==> config.mk <==
export PLATFORM = sky130hd
export DESIGN_NAME = escs_top
export DESIGN_NICKNAME = d
export VERILOG_FILES = /design/src/design/escs_pkg.sv /design/src/design/escs_cycle.sv /design/src/design/escs_top.sv
export SDC_FILE = /design/constraint.sdc
export NUM_CORES = 1
export LEC_CHECK = 0
export BUFFER_PORTS_ARGS = -buffer_cell sky130_fd_sc_hd__buf_2
export CAP_MARGIN = 20
export CORE_MARGIN = 5
export CORE_UTILIZATION = 47
export CTS_CLUSTER_SIZE = 12
export DETAILED_ROUTE_END_ITERATION = 10
export PLACE_DENSITY = 0.69
export SLEW_MARGIN = 25
export SYNTH_ARGS = -nofsm -noshare
export SYNTH_HDL_FRONTEND = slang
export SYNTH_SLANG_ARGS = --single-unit
==> constraint.sdc <==
create_clock -name MCLK -period 3.1 [get_ports MCLK]
set_clock_uncertainty 0.15 [all_clocks]
set_input_delay 0.31 -clock MCLK [delete_from_list [all_inputs] [get_ports MCLK]]
set_output_delay 0.31 -clock MCLK [all_outputs]
set_load 0.01 [all_outputs]
==> src/design/escs_pkg.sv <==
// constants and types for the erase-suspend flash command sequencer (host side)
// assumes a word-mode parallel NOR flash wired to the controller pins, 50 MHz MCLK
package escs_pkg;
    // register byte offsets
    localparam logic [7:0] REG_CMD = 8'h00;
    localparam logic [7:0] REG_ADDR = 8'h04;
    localparam logic [7:0] REG_WDATA = 8'h08;
    localparam logic [7:0] REG_RDATA = 8'h0C;
    localparam logic [7:0] REG_STATUS = 8'h10;
    localparam logic [7:0] REG_CLEAR = 8'h14;
    // status bit positions
    localparam int ST_BUSY = 0;
    localparam int ST_REFUSED = 1;
    localparam int ST_ERASING = 2;
    localparam int ST_SUSP = 3;
    // operation codes written to the command register
    localparam logic [3:0] OP_READ = 4'h0;
    localparam logic [3:0] OP_PROG = 4'h1;
    localparam logic [3:0] OP_SERASE = 4'h2;
    localparam logic [3:0] OP_CERASE = 4'h3;
    localparam logic [3:0] OP_SUSPEND = 4'h4;
    localparam logic [3:0] OP_RESUME = 4'h5;
    localparam logic [3:0] OP_PROTVFY = 4'h6;
    localparam logic [3:0] OP_SECENTER = 4'h7;
    localparam logic [3:0] OP_RESET = 4'h8;
    localparam logic [3:0] OP_BYPENTER = 4'h9;
    localparam logic [3:0] OP_BYPPROG = 4'hA;
    localparam logic [3:0] OP_LOCKID = 4'hB;
    // command cycle values
    localparam logic [19:0] A_555 = 20'h00555;
    localparam logic [19:0] A_2AA = 20'h002AA;
    localparam logic [15:0] D_AA = 16'h00AA;
    localparam logic [15:0] D_55 = 16'h0055;
    localparam logic [15:0] D_90 = 16'h0090;
    localparam logic [15:0] D_88 = 16'h0088;
    localparam logic [15:0] D_A0 = 16'h00A0;
    localparam logic [15:0] D_80 = 16'h0080;
    localparam logic [15:0] D_10 = 16'h0010;
    localparam logic [15:0] D_30 = 16'h0030;
    localparam logic [15:0] D_B0 = 16'h00B0;
    localparam logic [15:0] D_F0 = 16'h00F0;
    localparam logic [11:0] OFS_PROT = 12'h002;
    localparam logic [11:0] OFS_LOCK = 12'h003;
    localparam int SECT_LSB = 12;
    // bus cycle timing
    localparam int CLK_NS = 20;
    localparam int T_ACC_NS = 70;
    localparam int T_WP_NS = 35;
    localparam int T_WPH_NS = 25;
    localparam int ACC_CYC = (T_ACC_NS + CLK_NS - 1) / CLK_NS;
    localparam int WP_CYC = (T_WP_NS + CLK_NS - 1) / CLK_NS;
    localparam int WPH_CYC = (T_WPH_NS + CLK_NS - 1) / CLK_NS;

    typedef enum logic [3:0] {
        CY_IDLE = 4'b0001,
        CY_SETUP = 4'b0010,
        CY_STROBE = 4'b0100,
        CY_HOLD = 4'b1000
    } escs_cyc_state_t;

    typedef enum logic [2:0] {
        SQ_IDLE = 3'b001,
        SQ_ISSUE = 3'b010,
        SQ_WAIT = 3'b100
    } escs_seq_state_t;
endpackage

==> src/design/escs_cycle.sv <==
// one flash bus cycle: a command/program write or an array read
// assumes the flash inputs are synchronous to MCLK
`timescale 1ns/1ps
`default_nettype none
module escs_cycle #(
    parameter int AW = 20,
    parameter int DW = 16
) (
    input wire logic clk,
    input wire logic rst_n,
    input wire logic ce,
    input wire logic start,
    input wire logic wr,
    input wire logic [AW-1:0] addr,
    input wire logic [DW-1:0] wdata,
    output logic done,
    output logic [DW-1:0] rdata,
    output logic [AW-1:0] f_addr,
    output logic [DW-1:0] f_dq_o,
    output logic f_dq_oe,
    input wire logic [DW-1:0] f_dq_i,
    output logic f_ce_n,
    output logic f_we_n,
    output logic f_oe_n
);
    escs_pkg::escs_cyc_state_t st_q;
    logic wr_q;
    logic [3:0] cnt_q;
    logic last_tick;

    initial begin
        if (AW < 13 || DW < 8) begin
            $error("escs_cycle: address or data too narrow");
        end
    end

    assign last_tick = (cnt_q == 4'h0);

    always_ff @(posedge clk or negedge rst_n) begin
        if (!rst_n) begin
            st_q <= escs_pkg::CY_IDLE;
            wr_q <= 1'b0;
            cnt_q <= 4'h0;
            done <= 1'b0;
            rdata <= '0;
            f_addr <= '0;
            f_dq_o <= '0;
            f_dq_oe <= 1'b0;
            f_ce_n <= 1'b1;
            f_we_n <= 1'b1;
            f_oe_n <= 1'b1;
        end else if (ce) begin
            done <= 1'b0;
            case (st_q)
                escs_pkg::CY_IDLE: begin
                    if (start) begin
                        st_q <= escs_pkg::CY_SETUP;
                        wr_q <= wr;
                        f_addr <= addr;
                        f_dq_o <= wdata;
                        f_dq_oe <= wr;
                        f_ce_n <= 1'b0;
                    end
                end
                escs_pkg::CY_SETUP: begin
                    st_q <= escs_pkg::CY_STROBE;
                    f_we_n <= ~wr_q;
                    f_oe_n <= wr_q;
                    cnt_q <= wr_q ? 4'(escs_pkg::WP_CYC - 1) : 4'(escs_pkg::ACC_CYC - 1);
                end
                escs_pkg::CY_STROBE: begin
                    if (last_tick) begin
                        st_q <= escs_pkg::CY_HOLD;
                        f_we_n <= 1'b1;
                        f_oe_n <= 1'b1;
                        cnt_q <= 4'(escs_pkg::WPH_CYC - 1);
                        if (!wr_q) begin
                            rdata <= f_dq_i;
                        end
                    end else begin
                        cnt_q <= cnt_q - 4'h1;
                    end
                end
                escs_pkg::CY_HOLD: begin
                    f_dq_oe <= 1'b0;
                    f_ce_n <= 1'b1;
                    if (last_tick) begin
                        st_q <= escs_pkg::CY_IDLE;
                        done <= 1'b1;
                    end else begin
                        cnt_q <= cnt_q - 4'h1;
                    end
                end
                default: st_q <= escs_pkg::CY_IDLE;
            endcase
        end
    end

    chk_we_only_write: assert property (@(posedge clk) disable iff (!rst_n)
        !f_we_n |-> f_dq_oe && !f_ce_n && f_oe_n)
        else $error("write strobe without driven data");
endmodule
`default_nettype wire

==> src/design/escs_top.sv <==
// host controller that sequences flash commands, incl. erase suspend and resume
// assumes an AXI4-Lite master on the register side and one word-mode flash on the pins
//
// Chosen here: the AXI4-Lite slave port and the register offsets.
`timescale 1ns/1ps
`default_nettype none
module escs_top #(
    parameter int AW = 20
) (
    input wire logic MCLK,
    input wire logic RST_N,
    input wire logic CLK_EN,
    input wire logic [7:0] AWADDR,
    input wire logic AWVALID,
    output logic AWREADY,
    input wire logic [31:0] WDATA,
    input wire logic [3:0] WSTRB,
    input wire logic WVALID,
    output logic WREADY,
    output logic [1:0] BRESP,
    output logic BVALID,
    input wire logic BREADY,
    input wire logic [7:0] ARADDR,
    input wire logic ARVALID,
    output logic ARREADY,
    output logic [31:0] RDATA,
    output logic [1:0] RRESP,
    output logic RVALID,
    input wire logic RREADY,
    output logic [AW-1:0] F_ADDR,
    output logic [15:0] F_DQ_O,
    output logic F_DQ_OE,
    input wire logic [15:0] F_DQ_I,
    output logic F_CE_N,
    output logic F_WE_N,
    output logic F_OE_N
);
    initial begin
        if (AW != 20) begin
            $error("escs_top: command addresses assume a 20-bit word address");
        end
    end

    // ************************************************************
    // step table
    // ************************************************************
    // fields: last, write, address, data
    function automatic logic [37:0] step_f(input logic [3:0] op, input logic [2:0] i,
                                           input logic [19:0] a, input logic [15:0] d);
        logic [37:0] s;
        s = {1'b1, 1'b0, a, 16'h0000};
        if (i == 3'd0 && op != escs_pkg::OP_READ && op != escs_pkg::OP_SUSPEND &&
            op != escs_pkg::OP_RESUME && op != escs_pkg::OP_RESET &&
            op != escs_pkg::OP_BYPPROG) begin
            s = {1'b0, 1'b1, escs_pkg::A_555, escs_pkg::D_AA};
        end else if (i == 3'd1 && op != escs_pkg::OP_BYPPROG) begin
            s = {1'b0, 1'b1, escs_pkg::A_2AA, escs_pkg::D_55};
        end else begin
            case (op)
                escs_pkg::OP_READ: s = {1'b1, 1'b0, a, 16'h0000};
                escs_pkg::OP_SUSPEND: s = {1'b1, 1'b1, 20'h00000, escs_pkg::D_B0};
                escs_pkg::OP_RESUME: s = {1'b1, 1'b1, 20'h00000, escs_pkg::D_30};
                escs_pkg::OP_RESET: s = {1'b1, 1'b1, 20'h00000, escs_pkg::D_F0};
                escs_pkg::OP_BYPPROG: s = (i == 3'd0) ? {1'b0, 1'b1, 20'h00000, escs_pkg::D_A0}
                                                      : {1'b1, 1'b1, a, d};
                escs_pkg::OP_PROG: s = (i == 3'd2) ? {1'b0, 1'b1, escs_pkg::A_555, escs_pkg::D_A0}
                                                   : {1'b1, 1'b1, a, d};
                escs_pkg::OP_PROTVFY: s = (i == 3'd2) ? {1'b0, 1'b1, escs_pkg::A_555, escs_pkg::D_90}
                    : {1'b1, 1'b0, a[19:escs_pkg::SECT_LSB], escs_pkg::OFS_PROT, 16'h0000};
                escs_pkg::OP_LOCKID: s = (i == 3'd2) ? {1'b0, 1'b1, escs_pkg::A_555, escs_pkg::D_90}
                    : {1'b1, 1'b0, 8'h00, escs_pkg::OFS_LOCK, 16'h0000};
                escs_pkg::OP_SECENTER: s = {1'b1, 1'b1, escs_pkg::A_555, escs_pkg::D_88};
                escs_pkg::OP_BYPENTER: s = {1'b1, 1'b1, escs_pkg::A_555, 16'h0020};
                default: begin
                    if (i == 3'd2) begin
                        s = {1'b0, 1'b1, escs_pkg::A_555, escs_pkg::D_80};
                    end else if (i == 3'd3) begin
                        s = {1'b0, 1'b1, escs_pkg::A_555, escs_pkg::D_AA};
                    end else if (i == 3'd4) begin
                        s = {1'b0, 1'b1, escs_pkg::A_2AA, escs_pkg::D_55};
                    end else if (op == escs_pkg::OP_SERASE) begin
                        s = {1'b1, 1'b1, a[19:escs_pkg::SECT_LSB], 12'h000, escs_pkg::D_30};
                    end else begin
                        s = {1'b1, 1'b1, escs_pkg::A_555, escs_pkg::D_10};
                    end
                end
            endcase
        end
        return s;
    endfunction

    function automatic logic [31:0] merge_f(input logic [31:0] old, input logic [31:0] nw,
                                            input logic [3:0] be);
        logic [31:0] r;
        r = old;
        for (int b = 0; b < 4; b++) begin
            if (be[b]) begin
                r[8*b +: 8] = nw[8*b +: 8];
            end
        end
        return r;
    endfunction

    // ************************************************************
    // AXI4-Lite slave
    // ************************************************************
    logic aw_hold_q, w_hold_q;
    logic [7:0] awaddr_q;
    logic [31:0] wdata_q;
    logic [3:0] wstrb_q;
    logic aw_take, w_take, wr_fire, ar_take;
    logic aw_hold_d, w_hold_d, bvalid_d, rvalid_d;
    logic wr_cmd, wr_addr, wr_wdata, wr_status, wr_clear, wr_hit, rd_hit;
    logic [31:0] rd_word;

    assign aw_take = AWVALID && AWREADY;
    assign w_take = WVALID && WREADY;
    assign wr_fire = aw_hold_q && w_hold_q && !BVALID;
    assign aw_hold_d = (aw_hold_q || aw_take) && !wr_fire;
    assign w_hold_d = (w_hold_q || w_take) && !wr_fire;
    assign bvalid_d = wr_fire || (BVALID && !BREADY);
    assign ar_take = ARVALID && ARREADY;
    assign rvalid_d = ar_take || (RVALID && !RREADY);
    assign wr_cmd = wr_fire && awaddr_q[7:2] == escs_pkg::REG_CMD[7:2] && wstrb_q[0];
    assign wr_addr = wr_fire && awaddr_q[7:2] == escs_pkg::REG_ADDR[7:2];
    assign wr_wdata = wr_fire && awaddr_q[7:2] == escs_pkg::REG_WDATA[7:2];
    assign wr_status = wr_fire && awaddr_q[7:2] == escs_pkg::REG_STATUS[7:2] && wstrb_q[0];
    assign wr_clear = wr_fire && awaddr_q[7:2] == escs_pkg::REG_CLEAR[7:2] && wstrb_q[0];
    assign wr_hit = awaddr_q[7:2] <= escs_pkg::REG_CLEAR[7:2] &&
                    awaddr_q[7:2] != escs_pkg::REG_RDATA[7:2];
    assign rd_hit = ARADDR[7:2] <= escs_pkg::REG_STATUS[7:2];

    // ************************************************************
    // sequencer state and tracking
    // ************************************************************
    escs_pkg::escs_seq_state_t sq_q;
    logic [3:0] op_q;
    logic [2:0] idx_q;
    logic [19:0] addr_q;
    logic [15:0] wd_q, rd_q;
    logic refused_q, erasing_q, susp_q;
    logic [7:0] esect_q;
    logic eng_start_q, eng_done;
    logic [37:0] stp;
    logic [15:0] eng_rdata;
    logic [3:0] new_op;
    logic in_esect, op_ok, accept;
    logic [31:0] status_w;

    assign stp = step_f(op_q, idx_q, addr_q, wd_q);
    assign new_op = wdata_q[3:0];
    assign in_esect = susp_q && addr_q[19:escs_pkg::SECT_LSB] == esect_q;
    // refusals keep reads, programs and bypass programs away from erase-suspended sectors and stop stray resumes
    assign op_ok = (new_op == escs_pkg::OP_SUSPEND) ? (erasing_q && !susp_q) :
                   (new_op == escs_pkg::OP_RESUME) ? susp_q :
                   (new_op == escs_pkg::OP_READ || new_op == escs_pkg::OP_PROG ||
                    new_op == escs_pkg::OP_BYPPROG) ? !in_esect :
                   (new_op <= escs_pkg::OP_LOCKID);
    assign accept = wr_cmd && sq_q == escs_pkg::SQ_IDLE && op_ok;
    assign status_w = {28'h0000000, susp_q, erasing_q, refused_q, sq_q != escs_pkg::SQ_IDLE};
    assign rd_word = (ARADDR[7:2] == escs_pkg::REG_CMD[7:2]) ? {28'h0000000, op_q} :
                     (ARADDR[7:2] == escs_pkg::REG_ADDR[7:2]) ? {12'h000, addr_q} :
                     (ARADDR[7:2] == escs_pkg::REG_WDATA[7:2]) ? {16'h0000, wd_q} :
                     (ARADDR[7:2] == escs_pkg::REG_RDATA[7:2]) ? {16'h0000, rd_q} :
                     (ARADDR[7:2] == escs_pkg::REG_STATUS[7:2]) ? status_w : 32'h00000000;

    always_ff @(posedge MCLK or negedge RST_N) begin
        if (!RST_N) begin
            aw_hold_q <= 1'b0;
            w_hold_q <= 1'b0;
            awaddr_q <= 8'h00;
            wdata_q <= 32'h00000000;
            wstrb_q <= 4'h0;
            AWREADY <= 1'b0;
            WREADY <= 1'b0;
            BVALID <= 1'b0;
            BRESP <= 2'h0;
            ARREADY <= 1'b0;
            RVALID <= 1'b0;
            RRESP <= 2'h0;
            RDATA <= 32'h00000000;
        end else if (CLK_EN) begin
            aw_hold_q <= aw_hold_d;
            w_hold_q <= w_hold_d;
            AWREADY <= !aw_hold_d && !bvalid_d;
            WREADY <= !w_hold_d && !bvalid_d;
            BVALID <= bvalid_d;
            ARREADY <= !rvalid_d;
            RVALID <= rvalid_d;
            if (aw_take) begin
                awaddr_q <= AWADDR;
            end
            if (w_take) begin
                wdata_q <= WDATA;
                wstrb_q <= WSTRB;
            end
            if (wr_fire) begin
                BRESP <= wr_hit ? 2'h0 : 2'h2;
            end
            if (ar_take) begin
                RDATA <= rd_word;
                RRESP <= rd_hit ? 2'h0 : 2'h2;
            end
        end
    end

    always_ff @(posedge MCLK or negedge RST_N) begin
        if (!RST_N) begin
            sq_q <= escs_pkg::SQ_IDLE;
            op_q <= 4'h0;
            idx_q <= 3'd0;
            addr_q <= 20'h00000;
            wd_q <= 16'h0000;
            rd_q <= 16'h0000;
            refused_q <= 1'b0;
            erasing_q <= 1'b0;
            susp_q <= 1'b0;
            esect_q <= 8'h00;
            eng_start_q <= 1'b0;
        end else if (CLK_EN) begin
            eng_start_q <= 1'b0;
            if (wr_addr) begin
                addr_q <= 20'(merge_f({12'h000, addr_q}, wdata_q, wstrb_q));
            end
            if (wr_wdata) begin
                wd_q <= 16'(merge_f({16'h0000, wd_q}, wdata_q, wstrb_q));
            end
            // a new refusal wins over a clear in the same cycle
            if (wr_cmd && !accept) begin
                refused_q <= 1'b1;
            end else if (wr_status && wdata_q[escs_pkg::ST_REFUSED]) begin
                refused_q <= 1'b0;
            end
            if (wr_clear && wdata_q[0]) begin
                erasing_q <= 1'b0;
                susp_q <= 1'b0;
            end
            case (sq_q)
                escs_pkg::SQ_IDLE: begin
                    if (accept) begin
                        op_q <= new_op;
                        idx_q <= 3'd0;
                        sq_q <= escs_pkg::SQ_ISSUE;
                    end
                end
                escs_pkg::SQ_ISSUE: begin
                    eng_start_q <= 1'b1;
                    sq_q <= escs_pkg::SQ_WAIT;
                end
                escs_pkg::SQ_WAIT: begin
                    if (eng_done) begin
                        if (!stp[36]) begin
                            rd_q <= eng_rdata;
                        end
                        if (stp[37]) begin
                            sq_q <= escs_pkg::SQ_IDLE;
                            if (op_q == escs_pkg::OP_SERASE) begin
                                erasing_q <= 1'b1;
                                esect_q <= addr_q[19:escs_pkg::SECT_LSB];
                            end
                            if (op_q == escs_pkg::OP_SUSPEND) begin
                                susp_q <= 1'b1;
                            end
                            if (op_q == escs_pkg::OP_RESUME) begin
                                susp_q <= 1'b0;
                            end
                        end else begin
                            idx_q <= idx_q + 3'd1;
                            sq_q <= escs_pkg::SQ_ISSUE;
                        end
                    end
                end
                default: sq_q <= escs_pkg::SQ_IDLE;
            endcase
        end
    end

    // ************************************************************
    // flash bus cycle engine
    // ************************************************************
    escs_cycle #(.AW(AW), .DW(16)) u_cycle (
        .clk(MCLK),
        .rst_n(RST_N),
        .ce(CLK_EN),
        .start(eng_start_q),
        .wr(stp[36]),
        .addr(stp[35:16]),
        .wdata(stp[15:0]),
        .done(eng_done),
        .rdata(eng_rdata),
        .f_addr(F_ADDR),
        .f_dq_o(F_DQ_O),
        .f_dq_oe(F_DQ_OE),
        .f_dq_i(F_DQ_I),
        .f_ce_n(F_CE_N),
        .f_we_n(F_WE_N),
        .f_oe_n(F_OE_N)
    );

    // ************************************************************
    // checks
    // ************************************************************
    chk_no_esect_access: assert property (@(posedge MCLK) disable iff (!RST_N)
        accept && (new_op == escs_pkg::OP_PROG || new_op == escs_pkg::OP_READ)
        |-> !(susp_q && addr_q[19:escs_pkg::SECT_LSB] == esect_q))
        else $error("access to erase-suspended sector accepted");
    chk_resume_cycle: assert property (@(posedge MCLK) disable iff (!RST_N)
        eng_start_q && op_q == escs_pkg::OP_RESUME
        |-> susp_q && stp[36] && stp[15:0] == 16'h0030)
        else $error("resume cycle wrong or issued while not suspended");
    chk_protect_read: assert property (@(posedge MCLK) disable iff (!RST_N)
        eng_start_q && op_q == escs_pkg::OP_PROTVFY && idx_q == 3'd3
        |-> !stp[36] && stp[27:16] == 12'h002 && stp[35:28] == addr_q[19:12])
        else $error("protect verify read at wrong address");
    chk_secure_entry: assert property (@(posedge MCLK) disable iff (!RST_N)
        eng_start_q && op_q == escs_pkg::OP_SECENTER && idx_q == 3'd2
        |-> stp[37] && stp[35:16] == 20'h00555 && stp[15:0] == 16'h0088)
        else $error("secured entry third cycle wrong");
    chk_bypass_two: assert property (@(posedge MCLK) disable iff (!RST_N)
        eng_start_q && op_q == escs_pkg::OP_BYPPROG
        |-> (idx_q == 3'd0 && stp[15:0] == 16'h00A0 && !stp[37]) ||
            (idx_q == 3'd1 && stp[37] && stp[35:16] == addr_q))
        else $error("bypass program not two cycles");
endmodule
`default_nettype wire

* After elaboration in Yosys (flattened, before gate mapping)
Cells that the tools add are included.
** Word-level totals
- Memories :: 0
- Bits in latches :: 0
- Memory bits (writable) :: 0
- Logic and storage cells :: 235
- Bits in read-only memories :: 0
- Flip-flop bits (word level) :: 214
- Bits of input ports :: 76
** Operators by class
- Multiplexer cells :: 60
- Multipliers :: 0
- Shift-type cells :: 0
- Equality and inequality tests :: 47
- Divide/modulo/power cells :: 0
- Bitwise gates (word level) :: 2
- Order comparisons :: 3
- $add $sub $neg :: 2
- Reduce and logical (&&, ||, !) cells :: 83
** Operators with widths (number)
- one-hot mux 38 bit (10 select lines) :: 1
- two-way mux 38 bit :: 9
- two-way mux 20 bit :: 2
- two-way mux 36 bit :: 1
- logical AND 1 bit :: 33
- AND reduction 3 bit :: 11
- two-way mux 16 bit :: 2
- equality test 4 x 3 -> 1 bit (second input constant) :: 7
- equality test 4 bit (second input constant) :: 6
- two-way mux 4 bit :: 6
- two-way mux 1 bit :: 22
- equality test 6 x 2 -> 1 bit (second input constant) :: 3
- equality test 6 x 3 -> 1 bit (second input constant) :: 3
- one-hot mux 4 bit (4 select lines) :: 1
- two-way mux 3 bit :: 5
- equality test 4 x 1 -> 1 bit (second input constant) :: 3
- equality test 6 x 1 -> 1 bit (second input constant) :: 2
- less-or-equal comparator 6 x 3 -> 1 bit (second input constant) :: 2
- logical NOT 4 bit :: 3
- logical NOT 6 bit :: 2
- one-hot mux 4 bit (3 select lines) :: 1
- AND reduction 4 bit :: 3
- logical NOT 1 bit :: 11
- AND reduction 2 bit :: 5
- other kinds (25) :: 53

* Logic depth before layout (Yosys ltp)
Gate-level depths: netlist of run 1.
- Depth in word-level cells :: 11
- Gate-level depth with buffers :: 9
- Gate-level depth less buffers :: 7

* Cells and area by module
From an unflattened synthesis of run 1, not the netlist that was laid out.
** Unflattened totals
- Cells, all modules :: 837
- Area total of the unflattened synthesis :: 9579.2 sq um
** Modules (own cells, without submodules)
- escs_top :: area an instance 6847.8 sq um, instances 1, cells an instance 639
- escs_cycle :: area an instance 2731.4 sq um, instances 1, cells an instance 198

* Worst setup path after synthesis of run 1
Ideal clock, no wire load.
- Kind :: register to register
- Start :: reg idx_q[0]
- End :: reg rd_q[12]
- Cell stages (with the launch flop) :: 8
- Slack :: 622 ps
- Buffers on the path :: 1
- Arrival time :: 2203 ps
- Library setup time :: 125 ps
- Data required time :: 2825 ps
- Path through :: dfrtp_1 ha_1 nor2b_1 nor3_1 o21ai_1 nor3_2 buf_4 mux2_2
** Between the ends
- Longest elaborated chain between the ends :: 9
** Ends and longest elaborated chain
- start: declaration :: RTL line escs_top.sv:138 : logic [2:0] idx_q;
- start signal: assignment :: RTL line escs_top.sv:268 : idx_q <= idx_q + 3'd1;
- parallel branches: the longest is 6 deep, another holds two-way mux 38 bit
- two-way mux 38 bit * :: RTL line escs_top.sv:52 : if (i == 3'd0 && op != escs_pkg::OP_READ && op != escs_pkg::OP_SUSPEND &&
- NOT 1 bit (no source line) *
- AND reduction 4 bit (no source line) *
- end signal: assignment :: RTL line escs_top.sv:253 : rd_q <= eng_rdata;
- end: declaration :: RTL line escs_top.sv:140 : logic [15:0] wd_q, rd_q;
Mark *: on every way between the ends.
A chain may end at the register's enable or synchronous reset.

* Worst setup path after layout of run 1
- Start :: reg idx_q[0]
- End :: reg u_cycle.f_dq_o[14]
** Between the ends
- Longest elaborated chain between the ends :: 7
** Ends and longest elaborated chain
- equality test 3 bit / logical NOT 3 bit (equally long branches) :: RTL line escs_top.sv:79, escs_top.sv:52, escs_top.sv:64
- two-way mux 38 bit / logical AND 1 bit (equally long branches) :: RTL line escs_top.sv:79, escs_top.sv:52
- two-way mux 38 bit / logical AND 1 bit (equally long branches) :: RTL line escs_top.sv:77, escs_top.sv:52
- two-way mux 38 bit / logical AND 1 bit (equally long branches) :: RTL line escs_top.sv:75, escs_top.sv:52
- one-hot mux 38 bit (10 select lines) / logical AND 1 bit (equally long branches) :: RTL line escs_top.sv:59, escs_top.sv:53
- two-way mux 38 bit / logical AND 1 bit (equally long branches) :: RTL line escs_top.sv:56, escs_top.sv:53
- two-way mux 38 bit * :: RTL line escs_top.sv:52
- end signal: assignment :: RTL line escs_cycle.sv:60 : f_dq_o <= wdata;
- end: declaration :: RTL line escs_cycle.sv:19 : output logic [DW-1:0] f_dq_o,
Mark *: on every way between the ends. The rest lies on a longest branch, timed or not.

==> key figures, run 1 <==
Finish
  – Area growth syn-to-layout: 21.6%
  – Fill cell count: 1691
  – Layout cell share with drive strength beyond 1: 28.9%
  – Antenna cells: 0
  – Non-filler instance count after layout: 1267
  – Fin nets: 1072

Detailed routing
  – Via density: 5.51
  – First-pass DRT Iterations: 5
  – Post-route ant nets: 0
  – Drt initial violations: 572
  – Wire per inst: 18.6 um
  – Vias post-DR: 6980
  – Drt total wl: 23600 um
  – DRC violations left: 0

Logic synthesis
  – #FFs+latches synth: 198
  – Post-synthesis sequential area ratio: 53.0%
  – Primary FF master, synth: dfrtp_1
  – Netlist cell types: 70
  – Number of flops mapped to enable cells by yosys: 0
  – Synth async-reset ratio: 100%
  – Mapped Area: 9360 um2
  – Gate Count Post-Synth: 816
  – Syn. warnings: 0
  – Syn Area/Cell: 11.5 um2

Timing
  – Fmax achieved: 349 MHz
  – Final period util: 92.5%
  – Final Slew Violations: 0
  – Tmin final: 2.87 ns
  – Setup TNS: 0 ns
  – RSZ-0062 raised after global routing: no
  – Final hold viol count: 0
  – Worst-margin pin slew: 0.926 ns
  – Final setup fails: 0
  – Max-slew headroom: 38.3%

Clocking
  – # resized after CTS: 0
  – Postcts setup bufs: 0
  – CTS Buf Count: 17
  – Root Driver: clkbuf_16
  – Htree depth: 4
  – Max clock buf depth: 2
  – Clk sinks: 198
  – CTS tree: done
  – Reg clk slew, reported paths: 0.08 ns
  – Worst-skew pair later-pin latency: 0.44 ns

Global route
  – Number of global-route vias before repair: 7058
  – Global-route wire length before repair: 38400 um
  – Pin count of the biggest net entering global routing: 75
  – Grt ovf: 0
  – GR Util All Layers: 21.5%
  – Initial antenna violation count: 0

Setup path
  – Startpoint type of the worst setup path: flop
  – Critical path arrival: 3.10 ns
  – Worst path cell trace: inv_1 -> ha_1 -> nor2b_1 -> buf_4 -> or4_1 -> a21oi_1 -> a22o_1
  – Critical path class: reg -> reg
  – Setup crit end kind: flop
  – Slowest-stage cell, CP: a21oi_1
  – R2R depth: 7
  – Max stage delay on crit path: 0.77 ns
  – Data required time of the worst path: 3.33 ns
  – Worst-path maximum fanout: 8

Min path
  – Hold Crit Class: in -> reg
  – Hold path cells: 4

Status
  – Status: finished, final reports clean

Pwr
  – Power share of the combinational group: 18.3%
  – Clock share of power: 32.9%
  – Sequential share of power: 48.7%
  – Sw frac: 31.4%
  – Worst VDD drop: 0.462 mV
  – Pwr Density: 589 nW/um2
  – P_sw: 2100 uW
  – Internal power: 4600 uW
  – LEAKAGE: 0.00553 uW
  – Tot Pwr: 6710 uW

Die
  – Initial core utilization: 47.9%
  – DIE AREA: 22800 um2
  – Die span in x: 151 um
  – Die Span Y: 151 um
  – Core Footprint: 19500 um2
  – Placement Rows: 51
  – Ports: 157

Place
  – Final GP Congestion: 0.897
  – Dpl cells: 1189
  – DP HPWL: 16800 um
  – IO buf count: 125

Flow run
  – Max Cap Violations: 0
power groups by stage:
stage	clock (uW)	sequential [uW]	combinational, uW
finish	2210	3270	1230
global placement	0	3300	1160
detailed placement	0	3310	1180
CTS	2250	3260	1230
global route	2370	3310	1360
floorplan	0	3200	799
flip-flops by register name (all words and copies together), names as in the netlist, 6 cells and up:
signal	flops
RDATA	20
addr_q	20
awaddr_q	6
esect_q	8
rd_q	16
u_cycle.f_addr	20
u_cycle.f_dq_o	16
u_cycle.rdata	16
wd_q	16
wdata_q	20
final timing paths:
path	from	end	slack, ns
worst max-delay path	idx_q[0]	u_cycle.f_dq_o[14]	0.23
worst min-delay path	RREADY	RVALID	0.04
worst max register to register	idx_q[0]	u_cycle.f_dq_o[14]	0.23
worst min register to register	u_cycle.f_ce_n	u_cycle.f_ce_n	0.31
max in group asynchronous	RST_N	u_cycle.f_dq_o[3]	1.79
min in group asynchronous	RST_N	awaddr_q[5]	0.24
cells by family (layout without fill, tap and decap cells):
family                   Yosys count  in the layout  share of synthesized area (%)
other                              1             14                         0.0401
AO/OA/AOI/OAI                    204            204                           14.7
multiplexers                     129            129                           15.6
flip-flops                       198            198                           53.0
adder cells (fa/ha/maj)            7              7                          0.936
AND/OR/NAND/NOR                  192            192                           11.0
buffers and inverters             75            248                           3.77
XOR/XNOR                          10             10                          0.936
cells in the final DEF (no fill, tap or decap), drive strengths merged, types with 9 or more instances in the layout:
| cell | instances |
|---|---|
| o21ai | 56 |
| dfrtp | 193 |
| buf | 148 |
| mux2 | 114 |
| nand2b | 12 |
| nor2 | 33 |
| dlygate4sd3 | 46 |
| a211oi | 9 |
| nor3 | 11 |
| nand2 | 50 |
| mux2i | 15 |
| clkbuf | 18 |
| conb | 14 |
| xnor2 | 9 |
| inv | 29 |
| a22oi | 14 |
| a21oi | 35 |
| nand3 | 21 |
| a22o | 23 |
| nor2b | 20 |
cells in the mapped netlist, drive strengths merged, types with 3 or more instances:
cell       n  area (um2)
nor4       5        46.3
nand4      4        25.0
or3        4        25.0
or2        4        25.0
o2111ai    3        26.3
nor2b     20         125
nor3      11        60.1
a22o      23         201
a21boi     6        45.0
a2111oi    4        35.0
nor3b      5        37.5
a31oi      6        37.5
a21oi     35         179
clkbuf    28         105
a221oi     7        61.3
ha         7        87.6
a21o       7        52.6
nor2      33         124
mux2     114        1310
nand2b    12        75.1
o22ai      4        25.0
xnor2      9        78.8
o21ai     56         280
a22oi     14         105
dfstp      5         131
and2       4        25.0
nand3     21         110
o211ai     7        52.6
o31ai      3        22.5
nand3b     5        37.5
o41ai      3        26.3
nand2     50         188
inv       21        78.8
and3       4        25.0
a211oi     9        80.1
mux2i     15         150
o21a       8        60.1
buf       26         169
dfrtp    193        4830
area by class of cell:
cell class | instances | area (um2) | area share [%]
Clock buffer | 17 | 425 | 3.74
Clock inverter | 15 | 174 | 1.53
Inverter | 21 | 78.8 | 0.693
Multi-Input combinational cell | 556 | 4100 | 36.0
Sequential cell | 198 | 4960 | 43.6
Tap cell | 265 | 332 | 2.91
Timing Repair Buffer | 195 | 1310 | 11.5
metal layers:
metal / vias up / part of all wire [%] / GRT usage (%)
li1: 3303 / - / -
met1: 3449 / 45 / 30.0
met2: 197 / 47 / 34.2
met3: 31 / 5.9 / 4.94
met4: 0 / 1.9 / 5.67
met5: - / 0 / 0
per-stage QoR:
stage                     area [um2]  hold WS [ns]  utilization (%)  setup WS [ns]
after global routing           11400        0.0621             58.3         0.0743
after CTS                      11400        0.0250             58.3          0.248
after floorplan                 9410        -0.136                -          0.622
after detailed placement       10300         0.161             52.8          0.259
after global placement         10300         0.162             52.8          0.279
final                          11400        0.0364             58.3          0.233
critical path, delay by kind of cell, from the launching register on:
kind	cells	cell delay, ns
AOI/OAI and AO/OA	2	1.01
adders and majority gates	1	0.22
buffers and inverters	2	0.26
DFF	1	0.35
and+or+nand+nor	2	0.81
repair_timing:
| action | CTS | global route |
|---|---|---|
| hold buffers | 46 | 0 |
| setup endpoints to repair | 0 | 0 |
| hold endpoints to repair | 94 | 0 |
No activity file was read; power rests on OpenSTA's default activity.
==> inputs of run 2 (changes only) <==
Settings changed: CELL_PAD_IN_SITES_DETAIL_PLACEMENT set to 2, CELL_PAD_IN_SITES_GLOBAL_PLACEMENT set to 2, CORE_MARGIN 5 to 4, CORE_UTILIZATION 47 to 37, CTS_BUF_LIST set to sky130_fd_sc_hd__clkbuf_16, PLACE_DENSITY 0.69 to 0.8.
==> run 2 against run 1 <==
Compared with the run above:
- sequential power increased by 2%
- final cell count rose by 5.1%
- register-to-register slack worse by 0.09 ns
- global-route usage increased by 3.6 points
- clock power up 5%
- maximum frequency fell by 3.0%
- via count up 8.6%
- critical path type unchanged
- combinational power grew 11%
- core utilization decreased by 12 points
- largest cell class unchanged
- sequential share of layout area decreased by 0.40 points
- total power grew 4.7%
- highest routed layer unchanged
- setup slack lost 0.087 ns
==> key figures, run 2 (synthesized netlist as in run 1, its figures left out) <==
Status
  – Status: finished, final reports clean

Timing
  – Final hold viol count: 0 (unchanged)
  – Tmin final: 2.95 ns (+0.0874 ns)
  – Final period util: 95.3% (+2.8 points)
  – Final setup fails: 0 (unchanged)
  – RSZ-0062 raised after global routing: no
  – Max-slew headroom: 30.5% (-7.8 points)
  – Worst setup slack after layout: 0.145 ns (-0.0874 ns)
  – Final Slew Violations: 0 (unchanged)
  – Setup TNS: 0 ns (unchanged)
  – Fmax achieved: 338 MHz (-3.0%)
  – Worst-margin pin slew: 1.04 ns (+0.117 ns)

Clocking
  – Postcts setup bufs: 0 (unchanged)
  – Root Driver: clkbuf_16
  – Max clock buf depth: 2 (unchanged)
  – Worst-skew pair later-pin latency: 0.46 ns (+0.02 ns)
  – Clk sinks: 198 (unchanged)
  – CTS tree: done
  – CTS Buf Count: 17 (unchanged)
  – Htree depth: 4 (unchanged)
  – Reg clk slew, reported paths: 0.08 ns (about the same)

Die
  – Core Footprint: 24600 um2 (+26%)
  – Initial core utilization: 38.0% (-9.9 points)
  – Die span in x: 167 um (+11%)
  – Die Span Y: 167 um (+11%)
  – Ports: 157 (unchanged)
  – Placement Rows: 57 (+12%)
  – DIE AREA: 27900 um2 (+22%)

Finish
  – Commonest non-fill, non-tap cell in the layout: dfrtp_1
  – Fin nets: 1077 (+0.47%)
  – Final Util: 46.7% (-12 points)
  – Non-filler instance count after layout: 1332 (+5.1%)
  – Layout cell share with drive strength beyond 1: 29.1% (+0.15 points)
  – Fill cell count: 2493 (+47%)
  – Commonest cells after routing, fill and taps aside: dfrtp_1, buf_2, mux2_2, o21ai_0, nand2_1
  – Area growth syn-to-layout: 22.8%

Global route
  – Grt ovf: 0 (unchanged)
  – Pin count of the biggest net entering global routing: 68 (-9.3%)
  – Global-route wire length before repair: 54400 um (+42%)
  – GR Util All Layers: 25.1% (+3.6 points)
  – Number of global-route vias before repair: 8671 (+23%)
  – Initial antenna violation count: 1 (+1)

Flow run
  – Max Cap Violations: 0 (unchanged)

Setup path
  – Setup crit start: awaddr_q[5]
  – Worst-path maximum fanout: 7 (-1)
  – Critical path arrival: 3.13 ns (+0.03 ns)
  – Critical path class: reg -> reg
  – Data required time of the worst path: 3.27 ns (-0.06 ns)
  – Worst reg2reg startpoint: awaddr_q[5]
  – Setup crit end kind: flop
  – Startpoint type of the worst setup path: flop

Detailed routing
  – Vias post-DR: 7577 (+8.6%)
  – Via density: 5.69 (+3.3%)
  – DRC violations left: 0 (unchanged)
  – Wire per inst: 26.1 um (+40%)
  – Drt initial violations: 495 (-13%)
  – Drt total wl: 34800 um (+47%)
  – Post-route ant nets: 0 (unchanged)
  – First-pass DRT Iterations: 4 (-1)

Place
  – DP HPWL: 22100 um (+32%)
  – Dpl cells: 1253 (+5.4%)
  – Final GP Congestion: 0.831 (-7.3%)
  – Place WS: 0.268 ns (+0.00845 ns)
  – IO buf count: 125 (unchanged)

Pwr
  – LEAKAGE: 0.00556 uW (+0.65%)
  – Pwr Density: 611 nW/um2 (+3.7%)
  – Worst VDD drop: 0.353 mV (-24%)

Min path
  – Hold Crit Class: in -> reg
  – Min-delay src: AWVALID
run 2: cell count changes in the layout (fill, tap and decap cells not counted):
cell / previous run / this run
diode_2: 0 / 1
inv_6: 4 / 5
inv_12: 1 / 2
clkinv_8: 4 / 3
nor3_2: 2 / 1
buf_4: 21 / 26
clkinvlp_4: 2 / 0
clkinv_1: 0 / 1
nor3_1: 9 / 10
run 2: layout make-up:
type / instances / area, um2 / share of cell area [%]
repair buffers: 200 / 1350 / 11.8
multi-input cells: 556 / 4090 / 35.6
inverters: 21 / 78.8 / 0.686
flip-flops and latches: 198 / 4960 / 43.2
clock buffers: 17 / 425 / 3.70
clock inverters: 15 / 171 / 1.49
well taps: 324 / 405 / 3.53
diodes: 1 / 2.50 / 0.0218
run 2: worst max-delay path, stage by stage (launching register included):
cell	delay, ns
dfrtp_1	0.39
or3_1	0.52
nor4_1	0.62
nand2_1	0.25
nor4_4	0.47
mux2_2	0.43
run 2: where the power goes:
part,switching [uW],internal (uW),total (uW)
clock network,1210,1100,2310
logic,761,605,1370
registers,434,2910,3350
run 2: worst paths after layout:
path / end / slack [ns] / depth (start not counted)
worst max-delay path: op_q[3] / 0.15 / 5
worst min-delay path: AWREADY / 0.07 / 3
worst max register to register: op_q[3] / 0.15 / 5
worst min register to register: u_cycle.f_ce_n / 0.31 / 2
max in group asynchronous: rd_q[10] / 1.76 / 3
min in group asynchronous: u_cycle.st_q[1] / 0.27 / 2
run 2: metrics by stage:
| stage | power, uW | hold WS, ns | cell area, um2 |
|---|---|---|---|
| global placement | 4480 | 0.208 | 10400 |
| global route | 7350 | 0.0728 | 11500 |
| floorplan | 3990 | -0.136 | 9410 |
| detailed placement | 4600 | 0.219 | 10400 |
| finish | 7020 | 0.0714 | 11500 |
| CTS | 7000 | 0.0491 | 11500 |
run 2: per-layer routing:
| metal | vias up | part of all wire (%) | GRT usage (%) |
|---|---|---|---|
| met2 | 241 | 51 | 44.3 |
| met3 | 81 | 4.6 | 4.76 |
| met5 | - | 0 | 0 |
| li1 | 3313 | - | - |
| met1 | 3942 | 40 | 30.3 |
| met4 | 0 | 3.7 | 10.1 |
run 2: what timing repair did:
item / CTS / global route
hold buffers: 46 / 0
hold endpoints to repair: 107 / 0
gates resized for setup: 0 / 0
==> inputs of run 3 (changes only) <==
Settings changed: ABC_AREA set to 1, CORE_UTILIZATION 37 to 34.
==> run 3 against run 2 <==
Compared with the run above:
- synthesized cell count is 30% higher
- critical path depth is 6 higher
- register-to-register slack better by 0.25 ns
- maximum frequency is 9.1% higher
- via count is 6.9% higher
- synthesized area is 1.5% lower
- first-iteration DRC count is 39% lower
- final cell count is 19% higher
- non-clock buffer count is 13 lower
- clock-buffer cell count stayed put
- critical endpoint is now rd_q[12]
- total power is 22% higher
- die area is 6.8% higher
==> key figures, run 3 <==
Clocking
  – CTS Buf Count: 17 (unchanged)
  – Htree depth: 4 (unchanged)
  – Worst-skew pair later-pin latency: 0.44 ns (-0.02 ns)
  – CTS tree: done
  – # resized after CTS: 0 (unchanged)
  – Clk sinks: 198 (unchanged)
  – Max clock buf depth: 2 (unchanged)
  – Reg clk slew, reported paths: 0.09 ns (about the same)
  – Root Driver: clkbuf_16

Place
  – Post-DP Area: 10200 um2 (-2.2%)
  – DP HPWL: 22100 um (about the same)
  – IO buf count: 125 (unchanged)
  – Final GP Congestion: 0.877 (+5.5%)

Logic synthesis
  – Mapped Area: 9220 um2 (-1.5%)
  – Syn. warnings: 0 (unchanged)
  – Synth async-reset ratio: 100% (unchanged)
  – List of most frequent post-synthesis cells: nand2_1, dfrtp_1, o21ai_0, inv_1, nor2_1
  – Netlist cell types: 53 (-24%)
  – Post-synth top area share: 52.4% (+0.80 points)
  – Number of flops mapped to enable cells by yosys: 0 (unchanged)
  – Post-synthesis sequential area ratio: 53.8% (+0.82 points)
  – Most common cell in the netlist: nand2_1
  – Primary FF master, synth: dfrtp_1
  – Syn Area/Cell: 8.70 um2 (-24%)
  – Gate Count Post-Synth: 1059 (+30%)
  – Synth area leaders: dfrtp_1, nand2_1, o21ai_0
  – Yosys top cell by area: dfrtp_1
  – #FFs+latches synth: 198 (unchanged)

Finish
  – Commonest non-fill, non-tap cell in the layout: nand2_1
  – Fin nets: 1318 (+22%)
  – Commonest cells after routing, fill and taps aside: nand2_1, dfrtp_1, buf_2, o21ai_0, inv_1
  – Area growth syn-to-layout: 22.7% (about the same)
  – Antenna cells: 0 (-1)
  – Fin area: 11300 um2 (-1.5%)
  – Layout cell share with drive strength beyond 1: 19.5% (-9.6 points)

Timing
  – Final Slew Violations: 0 (unchanged)
  – Final period util: 87.3% (-8.0 points)
  – Tmin final: 2.71 ns (-0.248 ns)
  – Max-slew headroom: 45.2% (+15 points)
  – Worst-margin pin slew: 0.817 ns (-0.226 ns)
  – Setup TNS: 0 ns (unchanged)
  – Final hold viol count: 0 (unchanged)
  – RSZ-0062 raised after global routing: no
  – Fmax achieved: 369 MHz (+9.1%)
  – Final setup fails: 0 (unchanged)

Global route
  – Global-route wire length before repair: 52100 um (-4.3%)
  – GR Util All Layers: 21.9% (-3.3 points)
  – Pin count of the biggest net entering global routing: 82 (+21%)
  – Grt ovf: 0 (unchanged)
  – Initial antenna violation count: 0 (-1)
  – Number of global-route vias before repair: 9226 (+6.4%)

Die
  – Core Footprint: 26800 um2 (+8.9%)
  – Placement Rows: 60 (+5.3%)
  – Die Span Y: 173 um (+3.4%)
  – Initial core utilization: 34.4% (-3.6 points)
  – Ports: 157 (unchanged)
  – Die span in x: 173 um (+3.4%)
  – DIE AREA: 29800 um2 (+6.8%)

Setup path
  – Max stage delay on crit path: 0.44 ns (-0.18 ns)
  – Data required time of the worst path: 3.27 ns (about the same)
  – Startpoint type of the worst setup path: flop
  – Worst path cell trace: inv_1 -> ha_1 -> nand2_2 -> inv_1 -> nand2_1 -> o21a_2 -> nand3_1 -> nor2_2 -> nand4_4 -> nand2_1 -> o21ai_1
  – Critical register-to-register path endpoint: rd_q[12]
  – Setup slack, reg-to-reg: 0.39 ns (+0.25 ns)
  – Critical path class: reg -> reg
  – R2R depth: 11 (+6)
  – Setup crit end kind: flop
  – Worst reg2reg startpoint: idx_q[0]
  – Critical path arrival: 2.88 ns (-0.25 ns)
  – Slowest-stage cell, CP: dfrtp_1
  – Worst-path maximum fanout: 32 (+25)

Min path
  – Hold EP: WREADY
  – Min-delay src: WVALID
  – Hold Crit Class: in -> reg
  – Hold path cells: 4 (+1)

Detailed routing
  – DRC violations left: 0 (unchanged)
  – Via density: 5.10 (-10%)
  – Drt total wl: 32100 um (-7.6%)
  – Drt initial violations: 300 (-39%)
  – Post-route ant nets: 0 (unchanged)
  – Wire per inst: 20.2 um (-23%)
  – Vias post-DR: 8100 (+6.9%)
  – First-pass DRT Iterations: 5 (+1)

Status
  – Status: finished, final reports clean

Pwr
  – Worst VDD drop: 0.293 mV (-17%)
  – Pwr Density: 755 nW/um2 (+24%)
  – LEAKAGE: 0.00552 uW (-0.79%)

Flow run
  – Max Cap Violations: 0 (unchanged)
[run 3: cell types whose count changed after synthesis, sizes merged, moves of 9 or more]
cell	delta
nand2	+230
inv	+108
o21ai	+104
mux2	-98
nor2	+43
nand3	+30
a22o	-23
nor2b	-20
a22oi	-13
clkbuf	-12
nand2b	-12
mux2i	-11
a2bb2oi	+10
xnor2	-9
[run 3: metal layers]
layer	GRT usage, %	up-vias	share of wire [%]
li1	-	3761	-
met1	27.7	4141	43
met2	39.3	165	52
met3	3.54	33	3.5
met4	5.19	0	1.7
met5	0	-	0
[run 3: final cells by class]
| class | count | area (um2) |
|---|---|---|
| Clock buffer | 17 | 425 |
| Clock inverter | 15 | 209 |
| Fill cell | 2936 | 15500 |
| Inverter | 130 | 488 |
| Multi-Input combinational cell | 701 | 3570 |
| Sequential cell | 198 | 4960 |
| Tap cell | 341 | 427 |
| Timing Repair Buffer | 187 | 1230 |
[run 3: through the flow]
stage          total power, uW  setup WS [ns]  hold WS (ns)  cells  util, %
5_1_grt                   9130          0.136        0.0807   1589     42.2
6_report                  8540          0.393        0.0546   1589     42.2
4_1_cts                   8600          0.385        0.0268   1589     42.2
3_3_place_gp              5960          0.558         0.240   1509     38.0
3_5_place_dp              6140          0.410         0.242   1509     38.0
2_1_floorplan             5170           1.07        -0.136   1072        -
[run 3: how the worst max path moves through the flow]
| stage | from | endpoint | cells after the start |
|---|---|---|---|
| after detailed placement | idx_q[0] | rd_q[4] | 11 |
| after floorplan | idx_q[0] | rd_q[10] | 12 |
| after global routing | idx_q[0] | rd_q[4] | 11 |
| after global placement | idx_q[0] | rd_q[4] | 11 |
| final | idx_q[0] | rd_q[12] | 11 |
| after CTS | idx_q[0] | rd_q[4] | 11 |
[run 3: power breakdown]
group	switching (uW)	internal, uW
Sequential	470	3300
Clock	1240	1130
Combinational	1530	870
Total	3240	5300
[run 3: worst max-delay path: cells and delay by family, from the launching register on]
| family | cells | cell delay (ns) |
|---|---|---|
| simple gates | 6 | 1.25 |
| compound gates | 2 | 0.27 |
| flops | 1 | 0.44 |
| fa+ha+maj | 1 | 0.21 |
| buf+inv | 2 | 0.24 |
[run 3: what timing repair did]
item | 4_1_cts | 5_1_grt
setup buffers | 0 | 0
hold buffers | 48 | 0
setup endpoints to repair | 0 | 0
hold endpoints to repair | 120 | 0
[run 3: logic make-up after synthesis]
logic type               after synthesis  share of synthesized area, %
buffers and inverters                173                          8.00
multiplexers                          20                          2.39
XOR/XNOR                               2                         0.190
AO/OA/AOI/OAI                        224                          13.8
adder cells (fa/ha/maj)                7                         0.950
flip-flops                           198                          53.8
AND/OR/NAND/NOR                      434                          20.8
other                                  1                        0.0407
